$ cat config.mk
export PLATFORM = sky130hd
export DESIGN_NAME = pmux_top
export DESIGN_NICKNAME = d
export VERILOG_FILES = /design/src/core/pmux_pkg.sv /design/src/core/pmux_reg_if.sv /design/src/core/pmux_top.sv /design/src/core/pmux_prio_cell.sv /design/src/core/pmux_axil_slave.sv
export SDC_FILE = /design/constraint.sdc
export NUM_CORES = 1
export LEC_CHECK = 0
export BUFFER_PORTS_ARGS = -buffer_cell sky130_fd_sc_hd__buf_2
export CORE_MARGIN = 5
export CORE_UTILIZATION = 49
export CTS_BUF_LIST = sky130_fd_sc_hd__clkbuf_16
export CTS_CLUSTER_DIAMETER = 40
export CTS_CLUSTER_SIZE = 24
export DETAILED_ROUTE_END_ITERATION = 12
export GPL_TIMING_DRIVEN = 0
export PLACE_DENSITY = 0.86
export SLEW_MARGIN = 20
export SYNTH_ARGS = -nofsm -noshare
export SYNTH_HDL_FRONTEND = slang
export SYNTH_HIERARCHICAL = 1
export SYNTH_SLANG_ARGS = --single-unit
$ cat constraint.sdc
create_clock -name SYS_CLK -period 2.93 [get_ports SYS_CLK]
set_input_delay 0.293 -clock SYS_CLK [delete_from_list [all_inputs] [get_ports SYS_CLK]]
set_output_delay 0.293 -clock SYS_CLK [all_outputs]
set_load 0.01 [all_outputs]
$ cat src/core/pmux_pkg.sv
package pmux_pkg;

  // ----------------------------------------------------------------
  // Widths
  // ----------------------------------------------------------------
  localparam int ADDR_W = 8;
  localparam int DATA_W = 32;
  localparam int PA_W   = 6;
  localparam int PB_W   = 8;
  localparam int SLOT_N = 4;

  // ----------------------------------------------------------------
  // Register byte offsets
  // ----------------------------------------------------------------
  localparam logic [7:0] PA_DATA_OFS  = 8'h00;
  localparam logic [7:0] PA_DIR_OFS   = 8'h04;
  localparam logic [7:0] PA_PULL_OFS  = 8'h08;
  localparam logic [7:0] PB_DATA_OFS  = 8'h0c;
  localparam logic [7:0] PB_DIR_OFS   = 8'h10;
  localparam logic [7:0] PB_PULL_OFS  = 8'h14;
  localparam logic [7:0] PIN_STAT_OFS = 8'h18;
  localparam logic [7:0] OWN_STAT_OFS = 8'h1c;

  // ----------------------------------------------------------------
  // Field positions, masks and reset values
  // ----------------------------------------------------------------
  localparam int         OSC_OUT_EN_BIT = 7;
  localparam int         PB_STAT_LSB    = 8;
  localparam int         PORT_OWN_LSB   = 8;
  localparam logic [5:0] PA_DIR_WMASK   = 6'h3b;
  localparam logic [5:0] PA_RST         = 6'h00;
  localparam logic [7:0] PB_RST         = 8'h00;
  localparam logic       OSC_OUT_EN_RST = 1'h0;

  // ----------------------------------------------------------------
  // Bus responses
  // ----------------------------------------------------------------
  localparam logic [1:0] RESP_OKAY   = 2'h0;
  localparam logic [1:0] RESP_SLVERR = 2'h2;

endpackage : pmux_pkg

$ cat src/core/pmux_reg_if.sv
`timescale 1ns/1ps
interface pmux_reg_if;
  logic                        wr_en;
  logic [pmux_pkg::ADDR_W-1:0] wr_addr;
  logic [pmux_pkg::DATA_W-1:0] wr_data;
  logic [3:0]                  wr_strb;
  logic                        wr_err;
  logic                        rd_en;
  logic [pmux_pkg::ADDR_W-1:0] rd_addr;
  logic [pmux_pkg::DATA_W-1:0] rd_data;
  logic                        rd_err;

  modport bus  (output wr_en, wr_addr, wr_data, wr_strb, rd_en, rd_addr,
                input  wr_err, rd_data, rd_err);
  modport regs (input  wr_en, wr_addr, wr_data, wr_strb, rd_en, rd_addr,
                output wr_err, rd_data, rd_err);
endinterface : pmux_reg_if

$ cat src/core/pmux_top.sv
// Operation
// - Port A bit 0: analog 0, then timer channel 0, keypad 0, port.
// - Port A bit 1: analog 1, then timer channel 1, keypad 1, port.
// - Port A bit 2: external interrupt, then timer clock, keypad 2, port.
// - Port A bit 3: reset input, then keypad 3, then port.
// - Port A bit 4: oscillator output, then analog 2, keypad 4, port.
// - Port A bit 5: oscillator input, then analog 3, keypad 5, port.
// - Port B bits 0 and 1 carry analog 4 and 5 ahead of port.
// - At reset every pin is a port input, whatever else is enabled.
// - Analog selection never steals pin control or forces port direction.
// - Port A bit 2 is input only; the port never drives it.
// - Bit 4 drives crystal output, or internal clock when output enable set.
// - Bit 5 feeds the oscillator input when the oscillator claims it.
// - Timer channel pins are bidirectional: capture in or compare out.
// - Per-bit pull-ups; reset and interrupt pins get pull-ups too.
// - Reset input is active low through a Schmitt input on bit 3.
// - Port B bits 2 to 7 are plain bidirectional port bits.
//
// Design decisions made here: the register addresses and register access over AXI4-Lite.
`timescale 1ns/1ps
module pmux_top (
  input  wire logic                        SYS_CLK,       // System bus clock
  input  wire logic                        RST,           // Async reset, high
  // ----------------------------------------------------------------
  // Register bus
  // ----------------------------------------------------------------
  input  wire logic [pmux_pkg::ADDR_W-1:0] S_AXI_AWADDR,  // Write address
  input  wire logic                        S_AXI_AWVALID, // Write address valid
  output logic                             S_AXI_AWREADY, // Write address ready
  input  wire logic [pmux_pkg::DATA_W-1:0] S_AXI_WDATA,   // Write data
  input  wire logic [3:0]                  S_AXI_WSTRB,   // Byte strobes
  input  wire logic                        S_AXI_WVALID,  // Write data valid
  output logic                             S_AXI_WREADY,  // Write data ready
  output logic [1:0]                       S_AXI_BRESP,   // Write response
  output logic                             S_AXI_BVALID,  // Write response valid
  input  wire logic                        S_AXI_BREADY,  // Write response ready
  input  wire logic [pmux_pkg::ADDR_W-1:0] S_AXI_ARADDR,  // Read address
  input  wire logic                        S_AXI_ARVALID, // Read address valid
  output logic                             S_AXI_ARREADY, // Read address ready
  output logic [pmux_pkg::DATA_W-1:0]      S_AXI_RDATA,   // Read data
  output logic [1:0]                       S_AXI_RRESP,   // Read response
  output logic                             S_AXI_RVALID,  // Read data valid
  input  wire logic                        S_AXI_RREADY,  // Read data ready
  // ----------------------------------------------------------------
  // Peripheral side
  // ----------------------------------------------------------------
  input  wire logic [5:0]                  ADC_CH_EN,     // Analog channel selects
  input  wire logic [1:0]                  TIM_CH_EN,     // Timer channel enables
  input  wire logic [1:0]                  TIM_CH_OE,     // Timer compare drive
  input  wire logic [1:0]                  TIM_CH_OUT,    // Timer compare value
  input  wire logic                        TIM_XCLK_EN,   // Timer ext clock enable
  input  wire logic [5:0]                  KBI_EN,        // Keypad input enables
  input  wire logic                        IRQ_EN,        // External irq enable
  input  wire logic                        RSTPIN_EN,     // Reset pin enable
  input  wire logic                        OSC_IN_EN,     // Oscillator uses bit 5
  input  wire logic                        XTAL_MODE,     // Crystal mode
  input  wire logic                        XTAL_DRIVE,    // Crystal amplifier out
  input  wire logic                        INT_OSC_CLK,   // RC or internal clock
  output logic [5:0]                       ADC_OWN,       // Analog owns channel
  output logic [1:0]                       TIM_CAP_IN,    // Capture inputs
  output logic                             TIM_XCLK_IN,   // Timer clock input
  output logic [5:0]                       KBI_IN,        // Keypad inputs
  output logic                             IRQ_IN_N,      // Interrupt, low
  output logic                             RESET_IN_N,    // Reset request, low
  output logic                             OSC_IN,        // Oscillator input
  // ----------------------------------------------------------------
  // Pins
  // ----------------------------------------------------------------
  input  wire logic [5:0]                  PA_IN,         // Port A pin levels
  output logic [5:0]                       PA_OUT,        // Port A drive value
  output logic [5:0]                       PA_OE,         // Port A drive enable
  output logic [5:0]                       PA_PULLUP,     // Port A pull-ups
  output logic [5:0]                       PA_SCHMITT,    // Port A Schmitt select
  input  wire logic [7:0]                  PB_IN,         // Port B pin levels
  output logic [7:0]                       PB_OUT,        // Port B drive value
  output logic [7:0]                       PB_OE,         // Port B drive enable
  output logic [7:0]                       PB_PULLUP      // Port B pull-ups
);

  pmux_reg_if rif ();

  // ----------------------------------------------------------------
  // Bus slave
  // ----------------------------------------------------------------
  pmux_axil_slave u_bus (
    .clk     (SYS_CLK),
    .rst     (RST),
    .awaddr  (S_AXI_AWADDR),
    .awvalid (S_AXI_AWVALID),
    .awready (S_AXI_AWREADY),
    .wdata   (S_AXI_WDATA),
    .wstrb   (S_AXI_WSTRB),
    .wvalid  (S_AXI_WVALID),
    .wready  (S_AXI_WREADY),
    .bresp   (S_AXI_BRESP),
    .bvalid  (S_AXI_BVALID),
    .bready  (S_AXI_BREADY),
    .araddr  (S_AXI_ARADDR),
    .arvalid (S_AXI_ARVALID),
    .arready (S_AXI_ARREADY),
    .rdata   (S_AXI_RDATA),
    .rresp   (S_AXI_RRESP),
    .rvalid  (S_AXI_RVALID),
    .rready  (S_AXI_RREADY),
    .rif     (rif.bus)
  );

  function automatic logic addr_ok(input logic [pmux_pkg::ADDR_W-1:0] a);
    return a == pmux_pkg::PA_DATA_OFS || a == pmux_pkg::PA_DIR_OFS ||
           a == pmux_pkg::PA_PULL_OFS || a == pmux_pkg::PB_DATA_OFS ||
           a == pmux_pkg::PB_DIR_OFS  || a == pmux_pkg::PB_PULL_OFS ||
           a == pmux_pkg::PIN_STAT_OFS || a == pmux_pkg::OWN_STAT_OFS;
  endfunction : addr_ok

  // ----------------------------------------------------------------
  // Register file
  // ----------------------------------------------------------------
  logic [5:0] pa_data_q, pa_data_d;
  logic [5:0] pa_dir_q, pa_dir_d;
  logic [5:0] pa_pull_q, pa_pull_d;
  logic [7:0] pb_data_q, pb_data_d;
  logic [7:0] pb_dir_q, pb_dir_d;
  logic [7:0] pb_pull_q, pb_pull_d;
  logic       osc_output_enable_q, osc_output_enable_d;
  logic       wr_hit;
  logic [7:0] wbyte;
  logic [5:0] port_own;
  logic [5:0] adc_own;

  assign wr_hit     = rif.wr_en & rif.wr_strb[0];
  assign wbyte      = rif.wr_data[7:0];
  assign rif.wr_err = ~addr_ok(rif.wr_addr);

  always_comb begin
    pa_data_d = pa_data_q;
    pa_dir_d = pa_dir_q;
    pa_pull_d = pa_pull_q;
    pb_data_d = pb_data_q;
    pb_dir_d = pb_dir_q;
    pb_pull_d = pb_pull_q;
    osc_output_enable_d = osc_output_enable_q;
    if (wr_hit) begin
      unique case (rif.wr_addr)
        pmux_pkg::PA_DATA_OFS: pa_data_d = wbyte[5:0];
        pmux_pkg::PA_DIR_OFS:  pa_dir_d  = wbyte[5:0] & pmux_pkg::PA_DIR_WMASK;
        pmux_pkg::PA_PULL_OFS: begin
          pa_pull_d           = wbyte[5:0];
          osc_output_enable_d = wbyte[pmux_pkg::OSC_OUT_EN_BIT];
        end
        pmux_pkg::PB_DATA_OFS: pb_data_d = wbyte;
        pmux_pkg::PB_DIR_OFS:  pb_dir_d  = wbyte;
        pmux_pkg::PB_PULL_OFS: pb_pull_d = wbyte;
        default: ;
      endcase
    end
  end

  always_ff @(posedge SYS_CLK or posedge RST) begin
    if (RST) begin
      pa_data_q <= pmux_pkg::PA_RST;
      pa_dir_q <= pmux_pkg::PA_RST;
      pa_pull_q <= pmux_pkg::PA_RST;
      pb_data_q <= pmux_pkg::PB_RST;
      pb_dir_q <= pmux_pkg::PB_RST;
      pb_pull_q <= pmux_pkg::PB_RST;
      osc_output_enable_q <= pmux_pkg::OSC_OUT_EN_RST;
    end else begin
      pa_data_q <= pa_data_d;
      pa_dir_q <= pa_dir_d;
      pa_pull_q <= pa_pull_d;
      pb_data_q <= pb_data_d;
      pb_dir_q <= pb_dir_d;
      pb_pull_q <= pb_pull_d;
      osc_output_enable_q <= osc_output_enable_d;
    end
  end

  // Data reads show the latch on outputs and the pin level on inputs
  always_comb begin
    rif.rd_data = '0;
    rif.rd_err  = ~addr_ok(rif.rd_addr);
    unique case (rif.rd_addr)
      pmux_pkg::PA_DATA_OFS:  rif.rd_data[5:0] = (pa_dir_q & pa_data_q) | (~pa_dir_q & PA_IN);
      pmux_pkg::PA_DIR_OFS:   rif.rd_data[5:0] = pa_dir_q;
      pmux_pkg::PA_PULL_OFS:  rif.rd_data[7:0] = {osc_output_enable_q, 1'b0, pa_pull_q};
      pmux_pkg::PB_DATA_OFS:  rif.rd_data[7:0] = (pb_dir_q & pb_data_q) | (~pb_dir_q & PB_IN);
      pmux_pkg::PB_DIR_OFS:   rif.rd_data[7:0] = pb_dir_q;
      pmux_pkg::PB_PULL_OFS:  rif.rd_data[7:0] = pb_pull_q;
      pmux_pkg::PIN_STAT_OFS: rif.rd_data[15:0] = {PB_IN, 2'b00, PA_IN};
      pmux_pkg::OWN_STAT_OFS: rif.rd_data[13:0] = {port_own, 2'b00, adc_own};
      default: ;
    endcase
  end

  // ----------------------------------------------------------------
  // Port A priority resolution
  // ----------------------------------------------------------------
  // Analog selection sits above every slot except the oscillator slots on bits 4 and 5, but is left out of the drive
  // arbitration, so it never takes the pin from a lower sharer.
  logic [3:0] cand_en  [6];
  logic [3:0] cand_drv [6];
  logic [3:0] cand_oe  [6];
  logic [3:0] sel      [6];
  logic [5:0] res_out;
  logic [5:0] res_oe;
  logic       osc_out_claim;

  assign osc_out_claim = XTAL_MODE | osc_output_enable_q;

  always_comb begin
    for (int i = 0; i < 6; i++) begin
      cand_en[i]  = {1'b1, 3'b000};
      cand_drv[i] = {pa_data_q[i], 3'b000};
      cand_oe[i]  = {pa_dir_q[i], 3'b000};
    end
    cand_en[0][1:0]  = {KBI_EN[0], TIM_CH_EN[0]};
    cand_drv[0][0]   = TIM_CH_OUT[0];
    cand_oe[0][0]    = TIM_CH_OE[0];
    cand_en[1][1:0]  = {KBI_EN[1], TIM_CH_EN[1]};
    cand_drv[1][0]   = TIM_CH_OUT[1];
    cand_oe[1][0]    = TIM_CH_OE[1];
    cand_en[2][2:0]  = {KBI_EN[2], TIM_XCLK_EN, IRQ_EN};
    cand_oe[2][3]    = 1'b0;
    cand_en[3][1:0]  = {KBI_EN[3], RSTPIN_EN};
    cand_en[4][1:0]  = {KBI_EN[4], osc_out_claim};
    cand_drv[4][0]   = osc_output_enable_q ? INT_OSC_CLK : XTAL_DRIVE;
    cand_oe[4][0]    = 1'b1;
    cand_en[5][1:0]  = {KBI_EN[5], OSC_IN_EN};
  end

  for (genvar g = 0; g < 6; g++) begin : g_pa
    pmux_prio_cell #(.N(pmux_pkg::SLOT_N)) u_cell (
      .en      (cand_en[g]),
      .drv     (cand_drv[g]),
      .oe      (cand_oe[g]),
      .sel     (sel[g]),
      .pin_out (res_out[g]),
      .pin_oe  (res_oe[g])
    );
    assign port_own[g] = sel[g][3];
  end

  assign adc_own = {ADC_CH_EN[5:4],
                    ADC_CH_EN[3] & ~sel[5][0],
                    ADC_CH_EN[2] & ~sel[4][0],
                    ADC_CH_EN[1:0]};

  // ----------------------------------------------------------------
  // Registered pin and peripheral outputs
  // ----------------------------------------------------------------
  logic [5:0] pa_out_d;
  logic [5:0] pa_oe_d;
  logic [5:0] pa_pu_d;
  logic [5:0] pa_st_d;
  logic [5:0] kbi_d;
  logic [7:0] pb_out_d;
  logic [7:0] pb_oe_d;
  logic [7:0] pb_pu_d;
  logic [1:0] cap_d;
  logic       tim_xclk_d;
  logic       irq_n_d;
  logic       rst_n_d;
  logic       osc_d;
  logic [5:0] kbi_own;

  // Bit 2 keypad slot sits behind interrupt and timer clock
  assign kbi_own = {sel[5][1], sel[4][1], sel[3][1],
                    sel[2][2], sel[1][1], sel[0][1]};

  always_comb begin
    pa_out_d = res_out;
    pa_oe_d  = res_oe;
    pa_pu_d  = pa_pull_q;
    pa_pu_d[2] = pa_pull_q[2] | sel[2][0];
    pa_pu_d[3] = pa_pull_q[3] | sel[3][0];
    pa_st_d  = 6'h00;
    pa_st_d[2] = sel[2][0];
    pa_st_d[3] = sel[3][0];
    kbi_d    = (PA_IN & kbi_own) | ~kbi_own;
    cap_d    = {sel[1][0] ? PA_IN[1] : 1'b0, sel[0][0] ? PA_IN[0] : 1'b0};
    tim_xclk_d = sel[2][1] & PA_IN[2];
    irq_n_d  = ~sel[2][0] | PA_IN[2];
    rst_n_d  = ~sel[3][0] | PA_IN[3];
    osc_d    = sel[5][0] & PA_IN[5];
    pb_out_d = pb_data_q;
    pb_oe_d  = pb_dir_q;
    pb_pu_d  = pb_pull_q;
  end

  always_ff @(posedge SYS_CLK or posedge RST) begin
    if (RST) begin
      PA_OUT <= 6'h00;
      PA_OE <= 6'h00;
      PA_PULLUP <= 6'h00;
      PA_SCHMITT <= 6'h00;
      PB_OUT <= 8'h00;
      PB_OE <= 8'h00;
      PB_PULLUP <= 8'h00;
      ADC_OWN <= 6'h00;
      KBI_IN <= 6'h3f;
      TIM_CAP_IN <= 2'h0;
      TIM_XCLK_IN <= 1'b0;
      IRQ_IN_N <= 1'b1;
      RESET_IN_N <= 1'b1;
      OSC_IN <= 1'b0;
    end else begin
      PA_OUT <= pa_out_d;
      PA_OE <= pa_oe_d;
      PA_PULLUP <= pa_pu_d;
      PA_SCHMITT <= pa_st_d;
      PB_OUT <= pb_out_d;
      PB_OE <= pb_oe_d;
      PB_PULLUP <= pb_pu_d;
      ADC_OWN <= adc_own;
      KBI_IN <= kbi_d;
      TIM_CAP_IN <= cap_d;
      TIM_XCLK_IN <= tim_xclk_d;
      IRQ_IN_N <= irq_n_d;
      RESET_IN_N <= rst_n_d;
      OSC_IN <= osc_d;
    end
  end

endmodule : pmux_top

$ cat src/core/pmux_prio_cell.sv
`timescale 1ns/1ps
module pmux_prio_cell #(
  parameter int N = 4
) (
  input  wire logic [N-1:0] en,      // Candidate enables, bit 0 highest
  input  wire logic [N-1:0] drv,     // Candidate output values
  input  wire logic [N-1:0] oe,      // Candidate output enables
  output logic      [N-1:0] sel,     // One-hot winner
  output logic              pin_out, // Winner's output value
  output logic              pin_oe   // Winner's output enable
);

  logic found;

  always_comb begin
    sel   = '0;
    found = 1'b0;
    for (int i = 0; i < N; i++) begin
      if (en[i] && !found) begin
        sel[i] = 1'b1;
        found  = 1'b1;
      end
    end
    pin_out = |(sel & drv);
    pin_oe  = |(sel & oe);
  end

endmodule : pmux_prio_cell

$ cat src/core/pmux_axil_slave.sv
`timescale 1ns/1ps
module pmux_axil_slave (
  input  wire logic                        clk,     // System clock
  input  wire logic                        rst,     // Async reset, high
  input  wire logic [pmux_pkg::ADDR_W-1:0] awaddr,  // Write address
  input  wire logic                        awvalid, // Write address valid
  output logic                             awready, // Write address ready
  input  wire logic [pmux_pkg::DATA_W-1:0] wdata,   // Write data
  input  wire logic [3:0]                  wstrb,   // Byte strobes
  input  wire logic                        wvalid,  // Write data valid
  output logic                             wready,  // Write data ready
  output logic [1:0]                       bresp,   // Write response
  output logic                             bvalid,  // Write response valid
  input  wire logic                        bready,  // Write response ready
  input  wire logic [pmux_pkg::ADDR_W-1:0] araddr,  // Read address
  input  wire logic                        arvalid, // Read address valid
  output logic                             arready, // Read address ready
  output logic [pmux_pkg::DATA_W-1:0]      rdata,   // Read data
  output logic [1:0]                       rresp,   // Read response
  output logic                             rvalid,  // Read data valid
  input  wire logic                        rready,  // Read data ready
  pmux_reg_if.bus                          rif      // Register access
);

  logic                        aw_q, aw_d, w_q, w_d;
  logic [pmux_pkg::ADDR_W-1:0] awaddr_q, awaddr_d;
  logic [pmux_pkg::DATA_W-1:0] wdata_q, wdata_d, rdata_d;
  logic [3:0]                  wstrb_q, wstrb_d;
  logic                        awready_d, wready_d, bvalid_d, arready_d, rvalid_d;
  logic [1:0]                  bresp_d, rresp_d;

  assign rif.wr_addr = awaddr_q;
  assign rif.wr_data = wdata_q;
  assign rif.wr_strb = wstrb_q;
  assign rif.wr_en   = aw_q & w_q & ~bvalid;
  assign rif.rd_addr = araddr;
  assign rif.rd_en   = arvalid & arready;

  always_comb begin
    aw_d = aw_q; w_d = w_q; awaddr_d = awaddr_q; wdata_d = wdata_q; wstrb_d = wstrb_q;
    bvalid_d = bvalid; bresp_d = bresp; rvalid_d = rvalid; rdata_d = rdata; rresp_d = rresp;
    // Address and data may arrive in either order
    if (awvalid && awready) begin
      aw_d     = 1'b1;
      awaddr_d = awaddr;
    end
    if (wvalid && wready) begin
      w_d     = 1'b1;
      wdata_d = wdata;
      wstrb_d = wstrb;
    end
    if (rif.wr_en) begin
      aw_d     = 1'b0;
      w_d      = 1'b0;
      bvalid_d = 1'b1;
      bresp_d  = rif.wr_err ? pmux_pkg::RESP_SLVERR : pmux_pkg::RESP_OKAY;
    end else if (bvalid && bready) begin
      bvalid_d = 1'b0;
    end
    if (rif.rd_en) begin
      rvalid_d = 1'b1;
      rdata_d  = rif.rd_data;
      rresp_d  = rif.rd_err ? pmux_pkg::RESP_SLVERR : pmux_pkg::RESP_OKAY;
    end else if (rvalid && rready) begin
      rvalid_d = 1'b0;
    end
    awready_d = ~aw_d & ~bvalid_d;
    wready_d  = ~w_d & ~bvalid_d;
    arready_d = ~rvalid_d;
  end

  always_ff @(posedge clk or posedge rst) begin
    if (rst) begin
      aw_q <= 1'b0; w_q <= 1'b0; awaddr_q <= '0; wdata_q <= '0; wstrb_q <= '0;
      awready <= 1'b0; wready <= 1'b0; bvalid <= 1'b0; bresp <= pmux_pkg::RESP_OKAY;
      arready <= 1'b0; rvalid <= 1'b0; rdata <= '0; rresp <= pmux_pkg::RESP_OKAY;
    end else begin
      aw_q <= aw_d; w_q <= w_d; awaddr_q <= awaddr_d; wdata_q <= wdata_d; wstrb_q <= wstrb_d;
      awready <= awready_d; wready <= wready_d; bvalid <= bvalid_d; bresp <= bresp_d;
      arready <= arready_d; rvalid <= rvalid_d; rdata <= rdata_d; rresp <= rresp_d;
    end
  end

endmodule : pmux_axil_slave

==> impl_metrics.yaml, run 1 <==
clock_network:
  root_buffer: "clkbuf_16"
  path_clk_slew_ns: 0.06
  cts_tree: "built"
  cts_htree_levels: 4
  cts_buffer_depth: 2
  clock_latency_ns: 0.42
  cts_buffers: 17
  cts.sinks: 162
global_routing:
  track_usage_pct: 21.4
  grt_pass1_wl_um: 27000
  grt_max_degree: 36
  grt_antenna_before_repair: 1
  grt_pass1_vias: 4974
  overflow: 0
drt:
  antenna_left: 0
  routed_wl_um: 17000
  drt_iter0_drc: 248
  vias: 4847
  drc: 0
  viasPerCell: 5.12
  dr.pass1.iters: 4
  wire_per_inst_um: 18.0
die:
  die_y_um: 128
  core_um2: 13800
  die_width_um: 128
  row_count: 43
  die_area_um2: 16500
  initial_core_util_pct: 49.7
  io_pins: 205
setup_path:
  path_buf_inv: 1
  crit_family: "simple AND/OR/NAND/NOR gates"
  crit_path_top_delay_cell: "nor4b_4"
  worst-path-max-fanout: 7
  cp.required_ns: 3.23
  worstSetupPathType: "flop to flop"
  path_cells: "nand3b_1, inv_1, nand2_1, or4b_4, nor4b_4, mux2_2"
  startpoint_type: "flop"
  r2r-start: "u_bus/bvalid"
  end_kind: "flop"
  cpPeakStageDelay_ns: 0.68
  crit_start: "u_bus/bvalid"
  cp.arrival_ns: 2.88
sta:
  finalCritPeriodShare_pct: 87.9
  period_minus_slack_ns: 2.58
  relSlewSlack_pct: 25.9
  hold_violations: 0
  fin_tns_setup_ns: 0
  clock_skew_ns: 0.0102
  fmax_mhz: 388
  tightest_slew_ns: 1.10
  drv_slew: 0
  setup_violations: 0
  rsz0062_at_grt: "no"
placement:
  placed_area_um2: 8270
  portBuffers: 163
  place_congestion: 0.774
  hpwl_um: 12300
power_and_ir_drop:
  pwr-share-comb_pct: 15.7
  peakVddDrop_mv: 0.414
  p_leak_nw: 4.52
  p_sw_mw: 1.64
  internal-power_mw: 4.70
  switching_share_pct: 25.9
  power_density_nw_per_um2: 708
  power_frac_clock_pct: 39.0
  seq_power_share_pct: 45.3
finish:
  layout_commonest_cell: "buf_2"
  area_growth_pct: 30.3
  fill_cells: 1039
  finalInstanceArea_um2: 8950
  n_antenna_cell: 0
  fin_nets: 851
  layout_common_cells: "buf_2, dfrtp_1, mux2_2"
  drive_gt1_share_pct: 47.1
  post-route-util_pct: 64.8
synth:
  syn-cell-area_um2: 6870
  postSynthAreaPerCell_um2: 13.9
  postSynthCellCount: 493
  synth_warnings: 6
run:
  drv_cap: 0
worst_hold_path:
  min_from: "ADC_CH_EN[0]"
  hold_class: "input port to flop"
outcome:
  outcome: "finished, final reports clean"
## worst reg2reg max path: cells and delay by family (launching register included)
kind | cells | cell delay, ns
buf+inv | 1 | 0.11
flops | 1 | 0.39
mux | 1 | 0.42
simple gates | 4 | 1.55
## per-layer routing
layer	share of wire, %	wire length [um]	global-route usage [%]	vias up
li1	-	-	-	2226
met1	38	6510	26.5	2389
met2	50	8480	34.9	192
met3	9.0	1530	6.72	38
met4	3.0	507	8.68	2
met5	0.076	13	0	-
## timing repair
action	4_1_cts	5_1_grt
endpoints found under the hold margin	43	0
buffers inserted	0	0
hold buffers	2	0
resized for setup	0	0
endpoints found under the setup margin	0	0
## cell type report
cell class | instances | area (um2) | area share (%)
plain buffers | 35 | 238 | 2.65
clock buffers | 17 | 425 | 4.75
clock inverters | 15 | 240 | 2.68
inverters | 6 | 28.8 | 0.321
multi-input cells | 362 | 2820 | 31.5
flip-flops and latches | 162 | 4060 | 45.4
well taps | 180 | 225 | 2.52
repair buffers | 169 | 916 | 10.2
## worst paths after layout
| path | slack (ns) | to | cells after the start |
|---|---|---|---|
| setup reg to reg | 0.35 | pa_pull_q[4] | 6 |
| setup / recovery | 0.35 | pa_pull_q[4] | 6 |
| max in group asynchronous | 1.90 | KBI_IN[1] | 4 |
| hold / removal | 0.01 | ADC_OWN[0] | 1 |
| hold reg to reg | 0.41 | PB_PULLUP[0] | 0 |
| min in group asynchronous | 0.43 | u_bus/rvalid | 3 |
## registers in the layout (all words and copies together) (netlist names), 8 cells and up
signal and cells:
PB_OUT 8, u_bus/rif.wr_addr 8, u_bus/rdata 32, u_bus/rif.wr_data 8
pb_dir_q 8, PB_OE 8, pb_pu_d 8, PB_PULLUP 8
pb_data_q 8
## through the flow
stage	hold WS (ns)	instances	power [mW]	setup slack, ns
2_1_floorplan	0.324	565	3.49	0.726
3_3_place_gp	0.379	908	3.85	0.227
3_5_place_dp	0.343	912	3.91	0.318
5_1_grt	0.00301	946	6.64	0.225
4_1_cts	0.00170	946	6.39	0.311
6_report	0.0133	946	6.34	0.354
## power groups by stage
stage | clock (mW) | combinational, mW | sequential (mW)
2_1_floorplan | 0 | 0.583 | 2.90
3_3_place_gp | 0 | 0.958 | 2.89
3_5_place_dp | 0 | 1.00 | 2.91
4_1_cts | 2.51 | 1.01 | 2.87
5_1_grt | 2.62 | 1.10 | 2.92
6_report | 2.47 | 0.996 | 2.87
No activity file was read; power rests on OpenSTA's default activity.
==> run 2: changes to the inputs <==
- CORE_UTILIZATION: 49 -> 50
- PLACE_DENSITY: 0.86 -> 0.88
- SYNTH_HIERARCHICAL: 1 -> not set
- clock period: 2.93 -> 2.65 ns (I/O delays scaled with it)
==> impl_metrics.yaml, run 2 <==
outcome:
  outcome: "finished, final reports clean"
sta:
  tightest_slew_ns: 1.09
  rsz0062_at_grt: "no"
  clock_skew_ns: 0.00935
  hold_violations: 0
  setup_violations: 0
  drv_slew: 0
  hold_slack_ns: 0.0173
  period_minus_slack_ns: 2.28
  finalCritPeriodShare_pct: 86.0
  fmax_mhz: 439
  relSlewSlack_pct: 26.4
clock_network:
  cts.sinks: 145
  cts_setup_buffers: 0
  cts_tree: "built"
  cts_htree_levels: 4
  path_clk_slew_ns: 0.06
  root_buffer: "clkbuf_16"
  cts_buffers: 17
  clock_latency_ns: 0.42
  cts_buffer_depth: 2
synth:
  ys_ff_latch: 145
  ys_seq_area_share_pct: 62.7
  yosysUniqueCellTypes: 44
  syn-cell-area_um2: 5800
  yosysTopAreaCell: "dfrtp_1"
  postSynthCellCount: 454
  yosys-top-cells-area: "dfrtp_1, mux2_2, dfstp_2"
  synth_commonest_cells: "dfrtp_1, mux2_2, nor2_1"
  netlist.area_leader.share_pct: 59.1
  synth_most_common_cell: "dfrtp_1"
  synth-edff-count: 0
  synth_warnings: 0
  postSynthAreaPerCell_um2: 12.8
  ys.flop_type: "dfrtp_1"
  synthArstFlopShare_pct: 100
setup_path:
  crit_start: "u_bus.rif.wr_addr[7]"
  end_kind: "flop"
  cp.required_ns: 2.95
  worstSetupPathType: "flop to flop"
  cp.arrival_ns: 2.58
  worst-path-max-fanout: 8
  r2r-start: "u_bus.rif.wr_addr[7]"
  startpoint_type: "flop"
drt:
  dr.pass1.iters: 5
  drt_iter0_drc: 358
  vias: 4459
  antenna_left: 0
  wire_per_inst_um: 19.9
  drc: 0
  viasPerCell: 5.46
  routed_wl_um: 16200
finish:
  area_growth_pct: 31.4
  layout_commonest_cell: "buf_2"
  layout_common_cells: "buf_2, dfrtp_1, mux2_2"
  drive_gt1_share_pct: 43.3
  post-route-util_pct: 67.0
  fin_nets: 757
  finalInstanceArea_um2: 7620
  top_register: "u_bus.rdata"
  largest_register_ffs: 16
global_routing:
  overflow: 0
  grt_pass1_wl_um: 25900
  grt_antenna_before_repair: 0
  track_usage_pct: 23.9
  grt_pass1_vias: 4697
  grt_max_degree: 34
power_and_ir_drop:
  internal-power_mw: 4.55
  p_sw_mw: 1.68
  pwr-share-comb_pct: 14.2
  power_frac_clock_pct: 40.1
  switching_share_pct: 26.9
  peakVddDrop_mv: 0.523
  p_leak_nw: 3.89
  power_density_nw_per_um2: 817
  seq_power_share_pct: 45.7
die:
  die_area_um2: 13900
  row_count: 39
  initial_core_util_pct: 51.0
  die_width_um: 118
  io_pins: 205
  core_um2: 11400
  die_y_um: 118
placement:
  place_congestion: 0.918
  portBuffers: 152
  placed_area_um2: 6920
  hpwl_um: 11700
worst_hold_path:
  hold_class: "input port to flop"
  min_from: "RSTPIN_EN"
run:
  drv_cap: 0
==> run 2: cell types whose count changed in the layout (fill, tap and decap cells not counted), sizes merged, moves of 7 or more <==
| cell | change |
|---|---|
| nor2 | +28 |
| buf | -17 |
| nand2 | +14 |
| conb | -52 |
| dfrtp | -17 |
| and3b | -11 |
| nand3 | +7 |
| mux2 | -35 |
| a22oi | -9 |
==> run 2: area by class of cell <==
class,instances,area [um2]
inverters,8,33.8
plain buffers,35,221
multi-input cells,288,2000
repair buffers,164,928
well taps,143,179
diodes,1,2.50
clock buffers,17,425
flip-flops and latches,145,3640
clock inverters,15,194
fillers,830,3750
==> run 2: logic make-up after synthesis <==
logic type	synth area share (%)
flip-flops	62.7
AND/OR/NAND/NOR	11.2
multiplexers	14.3
AO/OA/AOI/OAI	7.34
buffers and inverters	4.34
other	0.0647
==> run 2: per-stage QoR <==
stage / cells / setup WS, ns / power [mW] / TNS, ns
after floorplan: 476 / 0.573 / 3.34 / 0
after global placement: 771 / -0.132 / 3.67 / -16.92
after detailed placement: 775 / 0.409 / 3.74 / 0
after CTS: 815 / 0.355 / 6.25 / 0
after global routing: 815 / 0.265 / 6.47 / 0
final: 816 / 0.371 / 6.23 / 0
==> run 2: worst paths after layout <==
check	cells past startpoint	slack [ns]	end
min reg2reg	0	0.42	PB_PULLUP[0]
max in group asynchronous	5	1.23	KBI_IN[4]
max	6	0.37	pb_pu_d[2]
min	1	0.02	PA_SCHMITT[3]
max reg2reg	6	0.37	pb_pu_d[2]
min in group asynchronous	3	0.52	PA_PULLUP[0]
==> run 2: layer usage <==
metal	wire length (um)	up-vias	global-route usage (%)	share of wire, %
li1	-	1979	-	-
met5	0	-	0	0
met1	6590	2231	30.5	41
met2	7980	215	38.9	49
met3	1290	34	7.40	8.0
met4	391	0	8.17	2.4
==> run 2: repair_timing <==
item | in CTS | in global routing
hold buffers | 8 | 0
endpoints found under the setup margin | 0 | 0
resized for setup | 0 | 0
hold endpoints to repair | 37 | 0
==> run 2: power by group through the flow <==
stage          logic [mW]  registers, mW  clock network (mW)
2_1_floorplan       0.502           2.83                   0
3_3_place_gp        0.822           2.84                   0
3_5_place_dp        0.872           2.87                   0
4_1_cts             0.890           2.84                2.52
5_1_grt             0.971           2.89                2.61
6_report            0.883           2.85                2.50
==> run 2: critical path, cell delays in order, from the launching register on <==
cell and delay, ns:
dfrtp_1 0.38, or4_4 0.54, nor3_4 0.19, and3b_1 0.27, and3_1 0.21, buf_4 0.22, mux2_2 0.36
==> run 3: changes to the inputs <==
- CORE_UTILIZATION: 50 -> 54
- PLACE_DENSITY: 0.88 -> 0.89
- SYNTH_HIERARCHICAL: not set -> 1
==> impl_metrics.yaml, run 3 (synthesis gave the netlist of run 1 again) <==
placement:
  dp.cells: 904
  portBuffers: 163
  place_congestion: 0.814
  hpwl_um: 12400
  placed_area_um2: 8260
  post-place-ws_ns: 0.0982
sta:
  finalCritPeriodShare_pct: 94.9
  hold_violations: 0
  fmax_mhz: 398
  rsz0062_at_grt: "no"
  setup_violations: 0
  drv_slew: 0
  tightest_slew_ns: 0.904
  period_minus_slack_ns: 2.51
  clock_skew_ns: 0.00800
  fin_tns_setup_ns: 0
  hold_slack_ns: 0.0332
  relSlewSlack_pct: 39.3
  layout_setup_ws_ns: 0.136
drt:
  wire_per_inst_um: 18.2
  drc: 0
  viasPerCell: 5.20
  drt_iter0_drc: 267
  routed_wl_um: 17100
  dr.pass1.iters: 5
  antenna_left: 0
  vias: 4896
finish:
  final_cells: 941
  largest_register_ffs: 32
  drive_gt1_share_pct: 45.9
  area_growth_pct: 28.7
  layout_common_cells: "buf_2, dfrtp_1, mux2_2"
  top_register: "u_bus/rdata"
  finalInstanceArea_um2: 8840
  n_antenna_cell: 0
  layout_commonest_cell: "buf_2"
  post-route-util_pct: 70.4
  fin_nets: 855
clock_network:
  clock_latency_ns: 0.42
  root_buffer: "clkbuf_16"
  cts_buffers: 17
  cts_htree_levels: 4
  path_clk_slew_ns: 0.06
  cts_tree: "built"
  cts_buffer_depth: 2
  cts.sinks: 162
setup_path:
  end_kind: "flop"
  startpoint_type: "flop"
  path_cells: "nand3b_1, inv_1, nand2_1, or4b_4, nor3_4, mux2_2"
  cpPeakStageDelay_ns: 0.59
  cp.required_ns: 2.96
  worst-path-max-fanout: 8
  crit_path_top_delay_cell: "nor3_4"
  worstSetupPathType: "flop to flop"
  cp.arrival_ns: 2.82
global_routing:
  grt_max_degree: 35
  overflow: 0
  track_usage_pct: 23.6
  grt_pass1_wl_um: 26500
  grt_antenna_before_repair: 1
  grt_pass1_vias: 5203
power_and_ir_drop:
  p_leak_nw: 4.49
  peakVddDrop_mv: 0.521
  power.total_mw: 6.45
  power_density_nw_per_um2: 729
die:
  die_area_um2: 15100
  row_count: 41
  die_y_um: 123
  initial_core_util_pct: 54.7
  core_um2: 12600
  io_pins: 205
  die_width_um: 123
outcome:
  outcome: "finished, final reports clean"
worst_hold_path:
  hold_class: "input port to flop"
run:
  drv_cap: 0
## run 3: changes by cell type in the layout (fill, tap and decap cells not counted), sizes merged, moves of 9 or more
cell and delta:
conb +52, mux2 +35, nor2 -28, buf +18, dfrtp +17, nand2 -14
and3b +11, a22oi +9
## run 3: power by group
group / leakage (nW) / switching (mW) / internal (mW)
sequential: 2.09 / 0.321 / 2.86
clock: 0.270 / 0.904 / 1.25
combinational: 2.13 / 0.532 / 0.581
total: 4.49 / 1.76 / 4.69
## run 3: path summary, 6_finish.rpt
kind,from,endpoint,slack [ns],depth (start not counted)
worst max register to register,u_bus/bvalid,pb_data_q[5],0.14,6
worst min register to register,pb_pu_d[6],PB_PULLUP[6],0.40,0
max in group asynchronous,RST,KBI_IN[0],1.24,6
worst min-delay path,S_AXI_RREADY,u_bus/rvalid,0.03,2
worst max-delay path,u_bus/bvalid,pb_data_q[5],0.14,6
min in group asynchronous,RST,PB_OUT[6],0.41,3
## run 3: what timing repair did
action / in CTS / in global routing
endpoints found under the setup margin: 0 / 7
hold endpoints to repair: 49 / 0
resized for setup: 0 / 0
buffers inserted: 0 / 1
hold buffers: 5 / 0
## run 3: worst max-delay path, delay by kind of cell (launching register included)
kind | cells | cell delay, ns
mux | 1 | 0.41
simple gates | 4 | 1.46
buf+inv | 1 | 0.12
flops | 1 | 0.40
## run 3: area by class of cell
type | instances | area [um2]
multi-input cells | 362 | 2820
clock inverters | 14 | 87.6
inverters | 6 | 28.8
well taps | 172 | 215
plain buffers | 35 | 238
flip-flops and latches | 162 | 4060
fillers | 899 | 3730
clock buffers | 17 | 425
repair buffers | 173 | 966
## run 3: layer usage
layer / global-route usage (%) / wire length, um / vias up
li1: - / - / 2230
met1: 27.4 / 6540 / 2429
met2: 39.9 / 8710 / 202
met3: 7.51 / 1510 / 33
met4: 10.8 / 371 / 2
met5: 0 / 7 / -
